### src/pport_pkg.sv
// constants shared by the printer parallel port and its data buffer
package pport_pkg;
  // data path width
  localparam int DATA_W = 8;
  // register offsets on the two low address bits
  localparam logic [1:0] OFF_DATA = 2'h0;
  localparam logic [1:0] OFF_STATUS = 2'h1;
  localparam logic [1:0] OFF_CTRL = 2'h2;
  localparam logic [1:0] OFF_INDIRECT = 2'h3;
  // address bit 2 picks index (0) or data (1) at the indirect offset
  localparam int ADDR_HI_BIT = 2;
  // control register bit positions
  localparam int CTRL_STB_BIT = 0;
  localparam int CTRL_AFD_BIT = 1;
  localparam int CTRL_INIT_BIT = 2;
  localparam int CTRL_PRINTER_SELECT_IN_BIT = 3;
  localparam int CTRL_GATE_BIT = 4;
  localparam int CTRL_DIR_BIT = 5;
  // constant low bits of the status and high bits of the control read-back bytes
  localparam logic [1:0] STATUS_LOW_ONES = 2'h3;
  localparam logic [2:0] CTRL_HIGH_ONES = 3'h7;
  // setup bank: entries, index width, mode register slot and its bits
  localparam int SETUP_ENTRIES = 8;
  localparam int SETUP_IDX_W = 3;
  localparam logic [2:0] MODE_INDEX = 3'h5;
  localparam int MODE_BIDIR_BIT = 1;
  localparam int MODE_STYLE_BIT = 2;
  // reset values
  localparam logic [7:0] BYTE_RESET = 8'h00;
  localparam logic [4:0] CTRL_RESET = 5'h00;
  localparam logic [0:0] DIR_RESET = 1'h0;
  // access tracker states
  typedef enum logic [0:0] {
    ACC_IDLE = 1'b0,
    ACC_HELD = 1'b1
  } acc_e;
endpackage

### src/printer_parallel_port.sv
// printer parallel port: host register access, printer lines, data direction
`timescale 1ns/10ps
module printer_parallel_port (
  input wire logic mclk,
  input wire logic rst,
  input wire logic port_select_n,
  input wire logic io_read_strobe_n,
  input wire logic io_write_strobe_n,
  input wire logic [2:0] io_addr,
  input wire logic [7:0] host_data_in,
  output logic [7:0] host_data_out,
  output logic host_data_oe_n,
  input wire logic [7:0] pd_in,
  output logic [7:0] pd_out,
  output logic pd_oe_n,
  input wire logic dir_pin,
  input wire logic printer_busy,
  input wire logic printer_ack_n,
  input wire logic paper_end,
  input wire logic printer_selected,
  input wire logic printer_error,
  output logic data_strobe,
  output logic auto_line_feed,
  output logic printer_init,
  output logic printer_select_in,
  output logic host_irq_line,
  output logic data_write_ready
);
  // access tracking
  pport_pkg::acc_e acc_reg; // one action per strobe assertion
  pport_pkg::acc_e acc_next;
  logic selected; // port select asserted
  logic rd_on; // read strobe alone
  logic wr_on; // write strobe alone
  logic take; // first cycle of an access
  logic rd_take; // first cycle of a read
  logic wr_take; // first cycle of a write
  logic [1:0] off; // low address bits
  logic hi_addr; // highest address bit

  // write decodes
  logic wr_data; // data byte write
  logic wr_ctrl; // control write
  logic wr_index; // index register write
  logic wr_setup; // indirect data write

  // register state
  logic [4:0] ctrl_reg; // gate, select-in, init, autofeed, strobe
  logic dir_reg; // direction bit
  logic [7:0] index_reg; // indirect index
  logic [7:0] setup_reg [pport_pkg::SETUP_ENTRIES]; // setup bank
  logic [7:0] pd_out_reg; // byte driven on the data lines
  logic [7:0] rd_data_reg; // byte returned to the host
  logic ack_n_reg; // previous acknowledge level
  logic irq_flag_reg; // extended-style sticky interrupt

  // mode and interrupt
  logic [pport_pkg::SETUP_IDX_W-1:0] sel_idx; // active setup slot
  logic [7:0] mode_byte; // mode register
  logic style_ext; // extended interrupt style
  logic bidir_opt; // bidirectional option
  logic ack_fall; // acknowledge edge
  logic port_int; // port interrupt before the gate
  logic status_rd; // status read clears the sticky flag
  logic drive_lines; // data lines driven

  // read path
  logic [7:0] status_byte;
  logic [7:0] ctrl_byte;
  logic [7:0] indirect_byte;
  logic [7:0] rd_mux;

  // buffer wiring
  logic buf_in_ready;
  logic buf_out_valid;
  logic buf_out_ready;
  logic [7:0] buf_out_data;

  // strobe qualification; reads and writes only while selected
  assign selected = ~port_select_n;
  assign rd_on = selected & ~io_read_strobe_n & io_write_strobe_n;
  assign wr_on = selected & ~io_write_strobe_n & io_read_strobe_n;
  assign take = (acc_reg == pport_pkg::ACC_IDLE) & (rd_on | wr_on);
  assign rd_take = take & rd_on;
  assign wr_take = take & wr_on;
  assign off = io_addr[1:0];
  assign hi_addr = io_addr[pport_pkg::ADDR_HI_BIT];

  // write decode; offset one has no target so such writes fall away
  assign wr_data = wr_take & (off == pport_pkg::OFF_DATA);
  assign wr_ctrl = wr_take & (off == pport_pkg::OFF_CTRL);
  assign wr_index = wr_take & (off == pport_pkg::OFF_INDIRECT) & ~hi_addr;
  assign wr_setup = wr_take & (off == pport_pkg::OFF_INDIRECT) & hi_addr;

  // access tracker: stay held while select and exactly one strobe remain asserted
  always_comb begin
    acc_next = acc_reg;
    unique case (acc_reg)
      pport_pkg::ACC_IDLE: begin
        if (take) acc_next = pport_pkg::ACC_HELD;
      end
      pport_pkg::ACC_HELD: begin
        if (~rd_on & ~wr_on) acc_next = pport_pkg::ACC_IDLE;
      end
    endcase
  end

  // tracker state register
  always_ff @(posedge mclk or posedge rst) begin
    if (rst) acc_reg <= pport_pkg::ACC_IDLE;
    else acc_reg <= acc_next;
  end

  // control lines and direction bit; bits 7..6 are not stored
  always_ff @(posedge mclk or posedge rst) begin
    if (rst) begin
      ctrl_reg <= pport_pkg::CTRL_RESET;
      dir_reg <= pport_pkg::DIR_RESET;
    end else if (wr_ctrl) begin
      ctrl_reg <= host_data_in[pport_pkg::CTRL_GATE_BIT:pport_pkg::CTRL_STB_BIT];
      dir_reg <= host_data_in[pport_pkg::CTRL_DIR_BIT];
    end
  end

  // index register, full byte read back
  always_ff @(posedge mclk or posedge rst) begin
    if (rst) index_reg <= pport_pkg::BYTE_RESET;
    else if (wr_index) index_reg <= host_data_in;
  end

  // setup bank: one register per entry, chosen by the index
  assign sel_idx = index_reg[pport_pkg::SETUP_IDX_W-1:0];
  generate
    for (genvar i = 0; i < pport_pkg::SETUP_ENTRIES; i++) begin : g_setup
      // entry i takes a data-register write while the index points at it
      always_ff @(posedge mclk or posedge rst) begin
        if (rst) setup_reg[i] <= pport_pkg::BYTE_RESET;
        else if (wr_setup & (int'(sel_idx) == i))
          setup_reg[i] <= host_data_in;
      end
    end
  endgenerate

  // mode bits that steer the port
  assign mode_byte = setup_reg[pport_pkg::MODE_INDEX];
  assign style_ext = mode_byte[pport_pkg::MODE_STYLE_BIT];
  assign bidir_opt = mode_byte[pport_pkg::MODE_BIDIR_BIT];

  // data direction; the bit is ignored in compatible mode
  assign drive_lines = bidir_opt ? (~dir_pin | ~dir_reg) : ~dir_pin;
  assign pd_oe_n = ~drive_lines;
  assign pd_out = pd_out_reg;

  // host data writes queue here while the printer is busy; a write made with both entries full is dropped
  pport_two_entry_buffer u_out_buf (
    .mclk(mclk),
    .rst(rst),
    .in_valid(wr_data),
    .in_ready(buf_in_ready),
    .in_data(host_data_in),
    .out_valid(buf_out_valid),
    .out_ready(buf_out_ready),
    .out_data(buf_out_data)
  );
  assign data_write_ready = buf_in_ready;
  assign buf_out_ready = ~printer_busy;

  // latch the next queued byte when the printer is not busy
  always_ff @(posedge mclk or posedge rst) begin
    if (rst) pd_out_reg <= pport_pkg::BYTE_RESET;
    else if (buf_out_valid & buf_out_ready) pd_out_reg <= buf_out_data;
  end

  // interrupt: legacy follows acknowledge, extended latches its edge
  assign ack_fall = ack_n_reg & ~printer_ack_n;
  assign status_rd = rd_take & (off == pport_pkg::OFF_STATUS);
  always_ff @(posedge mclk or posedge rst) begin
    if (rst) begin
      ack_n_reg <= 1'b1;
      irq_flag_reg <= 1'b0;
    end else begin
      ack_n_reg <= printer_ack_n;
      // an edge in the clearing cycle still sets the flag
      if (ack_fall) irq_flag_reg <= 1'b1;
      else if (status_rd) irq_flag_reg <= 1'b0;
    end
  end
  assign port_int = style_ext ? irq_flag_reg : ~printer_ack_n;
  assign host_irq_line = ctrl_reg[pport_pkg::CTRL_GATE_BIT] & port_int;

  // control outputs straight from the control register
  assign data_strobe = ctrl_reg[pport_pkg::CTRL_STB_BIT];
  assign auto_line_feed = ctrl_reg[pport_pkg::CTRL_AFD_BIT];
  assign printer_init = ctrl_reg[pport_pkg::CTRL_INIT_BIT];
  assign printer_select_in = ctrl_reg[pport_pkg::CTRL_PRINTER_SELECT_IN_BIT];

  // read bytes
  assign status_byte = {printer_busy, ~printer_ack_n, paper_end, printer_selected,
                        printer_error, (style_ext ? port_int : 1'b1),
                        pport_pkg::STATUS_LOW_ONES};
  assign ctrl_byte = {pport_pkg::CTRL_HIGH_ONES, ctrl_reg};
  assign indirect_byte = hi_addr ? setup_reg[sel_idx] : index_reg;

  // read selection by the two low address bits
  assign rd_mux = (off == pport_pkg::OFF_DATA) ? pd_in :
                  (off == pport_pkg::OFF_STATUS) ? status_byte :
                  (off == pport_pkg::OFF_CTRL) ? ctrl_byte :
                  indirect_byte;

  // read byte follows the addressed register every read cycle
  always_ff @(posedge mclk or posedge rst) begin
    if (rst) rd_data_reg <= pport_pkg::BYTE_RESET;
    else if (rd_on) rd_data_reg <= rd_mux;
  end
  assign host_data_out = rd_data_reg;
  assign host_data_oe_n = ~rd_on;

  // checks next to the logic they guard
  sel_gate_a: assert property (
    @(posedge mclk) disable iff (rst) port_select_n |-> host_data_oe_n)
    else $error("data bus driven without port select");

  data_read_a: assert property (
    @(posedge mclk) disable iff (rst)
    (rd_take && off == pport_pkg::OFF_DATA) |=> (host_data_out == $past(pd_in)))
    else $error("data read does not show the data lines");

  status_ones_a: assert property (
    @(posedge mclk) disable iff (rst)
    (rd_take && off == pport_pkg::OFF_STATUS) |=>
    (host_data_out[1:0] == pport_pkg::STATUS_LOW_ONES &&
     host_data_out[7] == $past(printer_busy)))
    else $error("status read wrong");

  int_const_a: assert property (
    @(posedge mclk) disable iff (rst)
    (rd_take && off == pport_pkg::OFF_STATUS && !style_ext) |=> host_data_out[2])
    else $error("status interrupt bit not one in legacy style");

  ctrl_read_a: assert property (
    @(posedge mclk) disable iff (rst)
    (rd_take && off == pport_pkg::OFF_CTRL) |=>
    (host_data_out == {pport_pkg::CTRL_HIGH_ONES, $past(ctrl_reg)}))
    else $error("control read-back wrong");

  data_write_a: assert property (
    @(posedge mclk) disable iff (rst)
    (wr_data && !buf_out_valid) |-> ##2
    (pd_out == $past(host_data_in, 2) || $past(printer_busy)))
    else $error("written byte not latched to data lines");

  ctrl_write_a: assert property (
    @(posedge mclk) disable iff (rst)
    wr_ctrl |=> (data_strobe == $past(host_data_in[pport_pkg::CTRL_STB_BIT]) &&
                 dir_reg == $past(host_data_in[pport_pkg::CTRL_DIR_BIT])))
    else $error("control write not applied");

  irq_gate_a: assert property (
    @(posedge mclk) disable iff (rst)
    host_irq_line == (ctrl_reg[pport_pkg::CTRL_GATE_BIT] &&
                      (style_ext ? irq_flag_reg : !printer_ack_n)))
    else $error("host interrupt not gated by the control bit");

  index_route_a: assert property (
    @(posedge mclk) disable iff (rst)
    (wr_take && off == pport_pkg::OFF_INDIRECT && !hi_addr) |=>
    (index_reg == $past(host_data_in)))
    else $error("index write misrouted");

  dir_compat_a: assert property (
    @(posedge mclk) disable iff (rst) !bidir_opt |-> (pd_oe_n == dir_pin))
    else $error("compatible direction ignores the pin");

  dir_ext_a: assert property (
    @(posedge mclk) disable iff (rst)
    bidir_opt |-> (pd_oe_n == (dir_pin && dir_reg)))
    else $error("extended direction wrong");

  bad_write_a: assert property (
    @(posedge mclk) disable iff (rst)
    (wr_take && off == pport_pkg::OFF_STATUS) |=>
    ($stable(ctrl_reg) && $stable(index_reg) && $stable(dir_reg)))
    else $error("write at offset one changed state");

  legacy_int_a: assert property (
    @(posedge mclk) disable iff (rst) !style_ext |-> (port_int == !printer_ack_n))
    else $error("legacy interrupt does not follow acknowledge");

  sel_hold_a: assert property (
    @(posedge mclk) disable iff (rst)
    port_select_n |=> ($stable(ctrl_reg) && $stable(index_reg) && $stable(dir_reg)))
    else $error("state changed without port select");

  int_status_a: assert property (
    @(posedge mclk) disable iff (rst)
    (rd_take && off == pport_pkg::OFF_STATUS && style_ext) |=>
    (host_data_out[2] == $past(irq_flag_reg)))
    else $error("status interrupt bit does not show the sticky flag");

  flag_set_a: assert property (
    @(posedge mclk) disable iff (rst)
    ack_fall |=> irq_flag_reg)
    else $error("acknowledge edge lost by the sticky flag");

  flag_clear_a: assert property (
    @(posedge mclk) disable iff (rst)
    (status_rd && !ack_fall) |=> !irq_flag_reg)
    else $error("status read left the sticky flag set");

  ctrl_top_a: assert property (
    @(posedge mclk) disable iff (rst)
    (rd_take && off == pport_pkg::OFF_CTRL) |=>
    (host_data_out[7:5] == pport_pkg::CTRL_HIGH_ONES))
    else $error("control read-back top bits not ones");

  mode_write_a: assert property (
    @(posedge mclk) disable iff (rst)
    (wr_setup && sel_idx == pport_pkg::MODE_INDEX) |=>
    (mode_byte == $past(host_data_in)))
    else $error("data register write missed the mode slot");

  index_read_a: assert property (
    @(posedge mclk) disable iff (rst)
    (rd_take && off == pport_pkg::OFF_INDIRECT && !hi_addr) |=>
    (host_data_out == $past(index_reg)))
    else $error("index read-back wrong");

  busy_hold_a: assert property (
    @(posedge mclk) disable iff (rst)
    printer_busy |=> $stable(pd_out))
    else $error("data lines changed while the printer is busy");
endmodule

### src/pport_two_entry_buffer.sv
// two-entry valid/ready buffer between host data writes and the data latch
`timescale 1ns/10ps
module pport_two_entry_buffer (
  input wire logic mclk,
  input wire logic rst,
  input wire logic in_valid,
  output logic in_ready,
  input wire logic [pport_pkg::DATA_W-1:0] in_data,
  output logic out_valid,
  input wire logic out_ready,
  output logic [pport_pkg::DATA_W-1:0] out_data
);
  logic [pport_pkg::DATA_W-1:0] slot_reg [2]; // storage
  logic wr_ptr_reg; // next slot to fill
  logic rd_ptr_reg; // next slot to drain
  logic [1:0] count_reg; // entries held
  logic push; // word accepted
  logic pop; // word handed on

  // honest full and empty flags
  assign in_ready = (count_reg != 2'h2);
  assign out_valid = (count_reg != 2'h0);
  assign out_data = slot_reg[rd_ptr_reg];
  assign push = in_valid & in_ready;
  assign pop = out_valid & out_ready;

  // pointers and occupancy
  always_ff @(posedge mclk or posedge rst) begin
    if (rst) begin
      wr_ptr_reg <= 1'b0;
      rd_ptr_reg <= 1'b0;
      count_reg <= 2'h0;
    end else begin
      if (push) wr_ptr_reg <= ~wr_ptr_reg;
      if (pop) rd_ptr_reg <= ~rd_ptr_reg;
      count_reg <= count_reg + {1'b0, push} - {1'b0, pop};
    end
  end

  // slot storage, one write per push
  always_ff @(posedge mclk or posedge rst) begin
    if (rst) begin
      slot_reg[0] <= pport_pkg::BYTE_RESET;
      slot_reg[1] <= pport_pkg::BYTE_RESET;
    end else if (push) begin
      slot_reg[wr_ptr_reg] <= in_data;
    end
  end
endmodule

### config.mk
export PLATFORM = sky130hd
export DESIGN_NAME = printer_parallel_port
export DESIGN_NICKNAME = d
export VERILOG_FILES = /design/src/pport_pkg.sv /design/src/printer_parallel_port.sv /design/src/pport_two_entry_buffer.sv
export SDC_FILE = /design/constraint.sdc
export NUM_CORES = 1
export LEC_CHECK = 0
export ABC_CLOCK_PERIOD_IN_PS = 4690
export BUFFER_PORTS_ARGS = -buffer_cell sky130_fd_sc_hd__clkbuf_2
export CELL_PAD_IN_SITES_DETAIL_PLACEMENT = 0
export CELL_PAD_IN_SITES_GLOBAL_PLACEMENT = 1
export CORE_MARGIN = 5
export CORE_UTILIZATION = 40
export DETAILED_ROUTE_END_ITERATION = 10
export HOLD_SLACK_MARGIN = 0.12
export PLACE_DENSITY_LB_ADDON = 0.2
export SYNTH_ARGS = -nofsm -noshare
export SYNTH_HDL_FRONTEND = slang
export SYNTH_SLANG_ARGS = --single-unit
### constraint.sdc
create_clock -name mclk -period 4.69 [get_ports mclk]
set_input_delay 0.938 -clock mclk [delete_from_list [all_inputs] [get_ports mclk]]
set_output_delay 0.938 -clock mclk [all_outputs]
set_load 0.02 [all_outputs]
==> reports/qor.txt <==
Largest family of logic cells by synthesized area - multiplexers
Final setup vio count - 0
Synthesized area per cell - 14.0 um2
Cells after DPL - 597
Worst setup margin - 1520 ps
Synth Area in Compound Gates - 0.0509
XOR/XNOR share of the synthesized area - 0.00971
Worst skew pair latency - 410 ps
Setup bufs post-CTS - 0
Yosys warnings - 0
Fill count - 1212
Sequential area share after synthesis - 0.541
Clock Skew - 6.95 ps
Dpl ws - 1480 ps
Clock Tree Root - clkbuf_16
Area Growth Syn to Fin - 18.0%
Setup crit end kind - primary output
GPL Wtd Cong - 0.735
Post-Syn Area - 5410 um2
Rows - 42
Post-cts sizing count - 0
Status - finished, final reports clean
Most common flop cell mapped by yosys - dfrtp_1
Clock Path Buffers - 2
Largest net degree at the start of global routing - 58
Die height - 126 um
Core area - 13200 um2
Met3 usage - 0.0483
Cell Count, Final, Fillers Out - 629
Clock H-tree levels - 4
Total gr overflow - 0
Peak VDD IR - 0.253 mV
Worst endpoint data arrival time - 2230 ps
Pwr per Cell Area - 473 nW/um2
Multiplexer share of the synthesized area - 0.299
Met1 Use GR - 0.222
Hold buffers post-CTS - 0
CP Class - input port to primary output
Final slew viol count - 0
Async SR Flop Fraction - 1.00
I/O Buffers - 53
Startpoint Class - input port
Hold crit path type - input port to async pin
Initial Util - 0.409
Routed WL - 12300 um
Final hold violations - 0
Overall routing resource usage - 0.164
Hpwl dp - 8350 um
Residual DRC - 0
Die Area - 16000 um2
Fin nets - 471
EDFF count, synth - 0
Synth unique cells - 48
Slew headroom - 0.303
Die Width - 126 um
DR vias/cell - 5.32
Register bit total from synthesis - 117
Num CTS Buffers - 17
Maxcap violations - 0
Initial DRC Count - 154
Setup TNS - 0 ps
Synth Area in Simple Gates - 0.0710
Layout cells sized above 1 - 0.477
WP data required - 3750 ps
First-pass GRT wire length - 19900 um
Max reg flops - 56
Drt pass-1 iters - 4
Worst Max-Slew Pin Slew - 1040 ps
Utilization after layout - 0.482
Met2 Use GR - 0.251
Avg WL per Cell - 19.5 um
Unrepaired setup endpoints after global routing - no
Gate Count Post-Synth - 388
Adder-Cell Fraction of Synth Area - 0.00231
Num Clock Sinks - 117
CTS tree - yes
Syn_nets - 419
Final Cycle Share - 0.676
Routed Antenna Nets - 0
Via count - 3345
Crit Path Max Fanout - 12
Gr busiest metal - met2
N_diodes - 0
Period minus WS final - 3170 ps
Clock-pin slew of the registers on the worst-case setup and hold paths - 50 ps
Leak pwr - 3.07 nW
Top Ports - 54
Initial antenna violation count - 0
Vias in the first global route - 3466
Maximum operating frequency - 315 MHz
-- cell families (layout without fill, tap and decap cells) --
| logic type | count (synthesis) | after routing |
|---|---|---|
| flip-flops | 117 | 117 |
| multiplexers | 127 | 127 |
| adder cells (fa/ha/maj) | 1 | 1 |
| buffers and inverters | 34 | 99 |
| AO/OA/AOI/OAI | 42 | 42 |
| XOR/XNOR | 6 | 6 |
| AND/OR/NAND/NOR | 61 | 61 |
-- critical path, stage by stage --
cell and delay [ps]:
clkbuf_2 120, nor3b_2 580, inv_1 340, clkbuf_2 240
-- through the flow --
step	hold WS (ps)	area [um2]	total power, W
finish	460	6390	0.00302
global route	473	6390	0.00318
CTS	452	6390	0.00307
detailed placement	470	5830	0.00184
global placement	463	5830	0.00183
floorplan	459	5410	0.00168
-- placed cells by master, fill, tap and decap left out, types with 2 or more instances in the layout --
master,netlist,layout
a211oi_1,3,3
a21oi_1,10,10
buf_4,2,4
clkbuf_16,0,17
clkbuf_2,0,53
clkbuf_8,0,2
clkinv_2,0,4
clkinvlp_4,0,5
dfrtp_1,116,116
inv_1,10,9
mux2_1,5,5
mux2_2,92,92
mux2i_1,12,12
mux4_2,18,18
nand2_1,19,19
nand2b_1,4,4
nand3_1,3,3
nand4_1,2,2
nor2_1,9,9
nor2_2,4,4
nor2b_1,4,4
nor3_1,3,3
o211a_1,2,2
o21ai_0,14,14
o221a_2,2,2
o311ai_0,2,2
or2_2,3,3
xnor2_1,5,5
-- power by group --
part           switching (W)  internal, W  total, W
clock network       0.000455     0.000752   0.00121
logic               0.000277     0.000258  0.000535
registers           0.000112      0.00117   0.00128
total               0.000844      0.00218   0.00302
-- Yosys cell counts, drive strengths merged (2+ instances only) --
| cell type | number | area, um2 |
|---|---|---|
| a21oi | 10 | 50.1 |
| nor3b | 2 | 20.0 |
| o21ai | 14 | 70.1 |
| nand3 | 3 | 15.0 |
| nor2 | 13 | 58.8 |
| o211a | 2 | 20.0 |
| clkbuf | 14 | 52.6 |
| mux2i | 12 | 120 |
| o311ai | 2 | 17.5 |
| o221a | 2 | 22.5 |
| inv | 10 | 37.5 |
| nand2 | 19 | 71.3 |
| buf | 10 | 51.3 |
| or2 | 3 | 18.8 |
| nor3 | 4 | 31.3 |
| nor2b | 4 | 25.0 |
| mux4 | 18 | 405 |
| dfrtp | 116 | 2900 |
| nand2b | 4 | 25.0 |
| nand4b | 2 | 38.8 |
| xnor2 | 5 | 43.8 |
| a211oi | 3 | 22.5 |
| mux2 | 97 | 1090 |
| nand4 | 3 | 33.8 |
-- area by class of cell --
type	count	area, um2	area share
sequential	117	2930	0.458
multi-input combinational	237	2340	0.367
clock buffer	20	457	0.0715
timing repair buffer	57	295	0.0462
tap	176	220	0.0345
clock inverter	12	105	0.0165
inverter	10	40.0	0.00627
-- final timing paths --
kind	from	slack (ps)	end	depth (start not counted)
hold reg to reg	pd_out[7]	470	pd_out[7]	2
max in group asynchronous	rst	3220	host_data_out[4]	3
setup reg to reg	acc_reg	2420	setup_reg[59]	4
hold / removal	rst	460	setup_reg[37]	2
setup / recovery	port_select_n	1520	host_data_oe_n	4
min in group mclk	pd_out[7]	470	pd_out[7]	2
-- metal layers --
layer	up-vias	share of wire	wire length (um)
met3	17	0.044	535
met4	0	0.014	174
met2	72	0.47	5790
li1	1528	-	-
met5	-	0	0
met1	1728	0.47	5780
(Power assumes the default switching activity.)
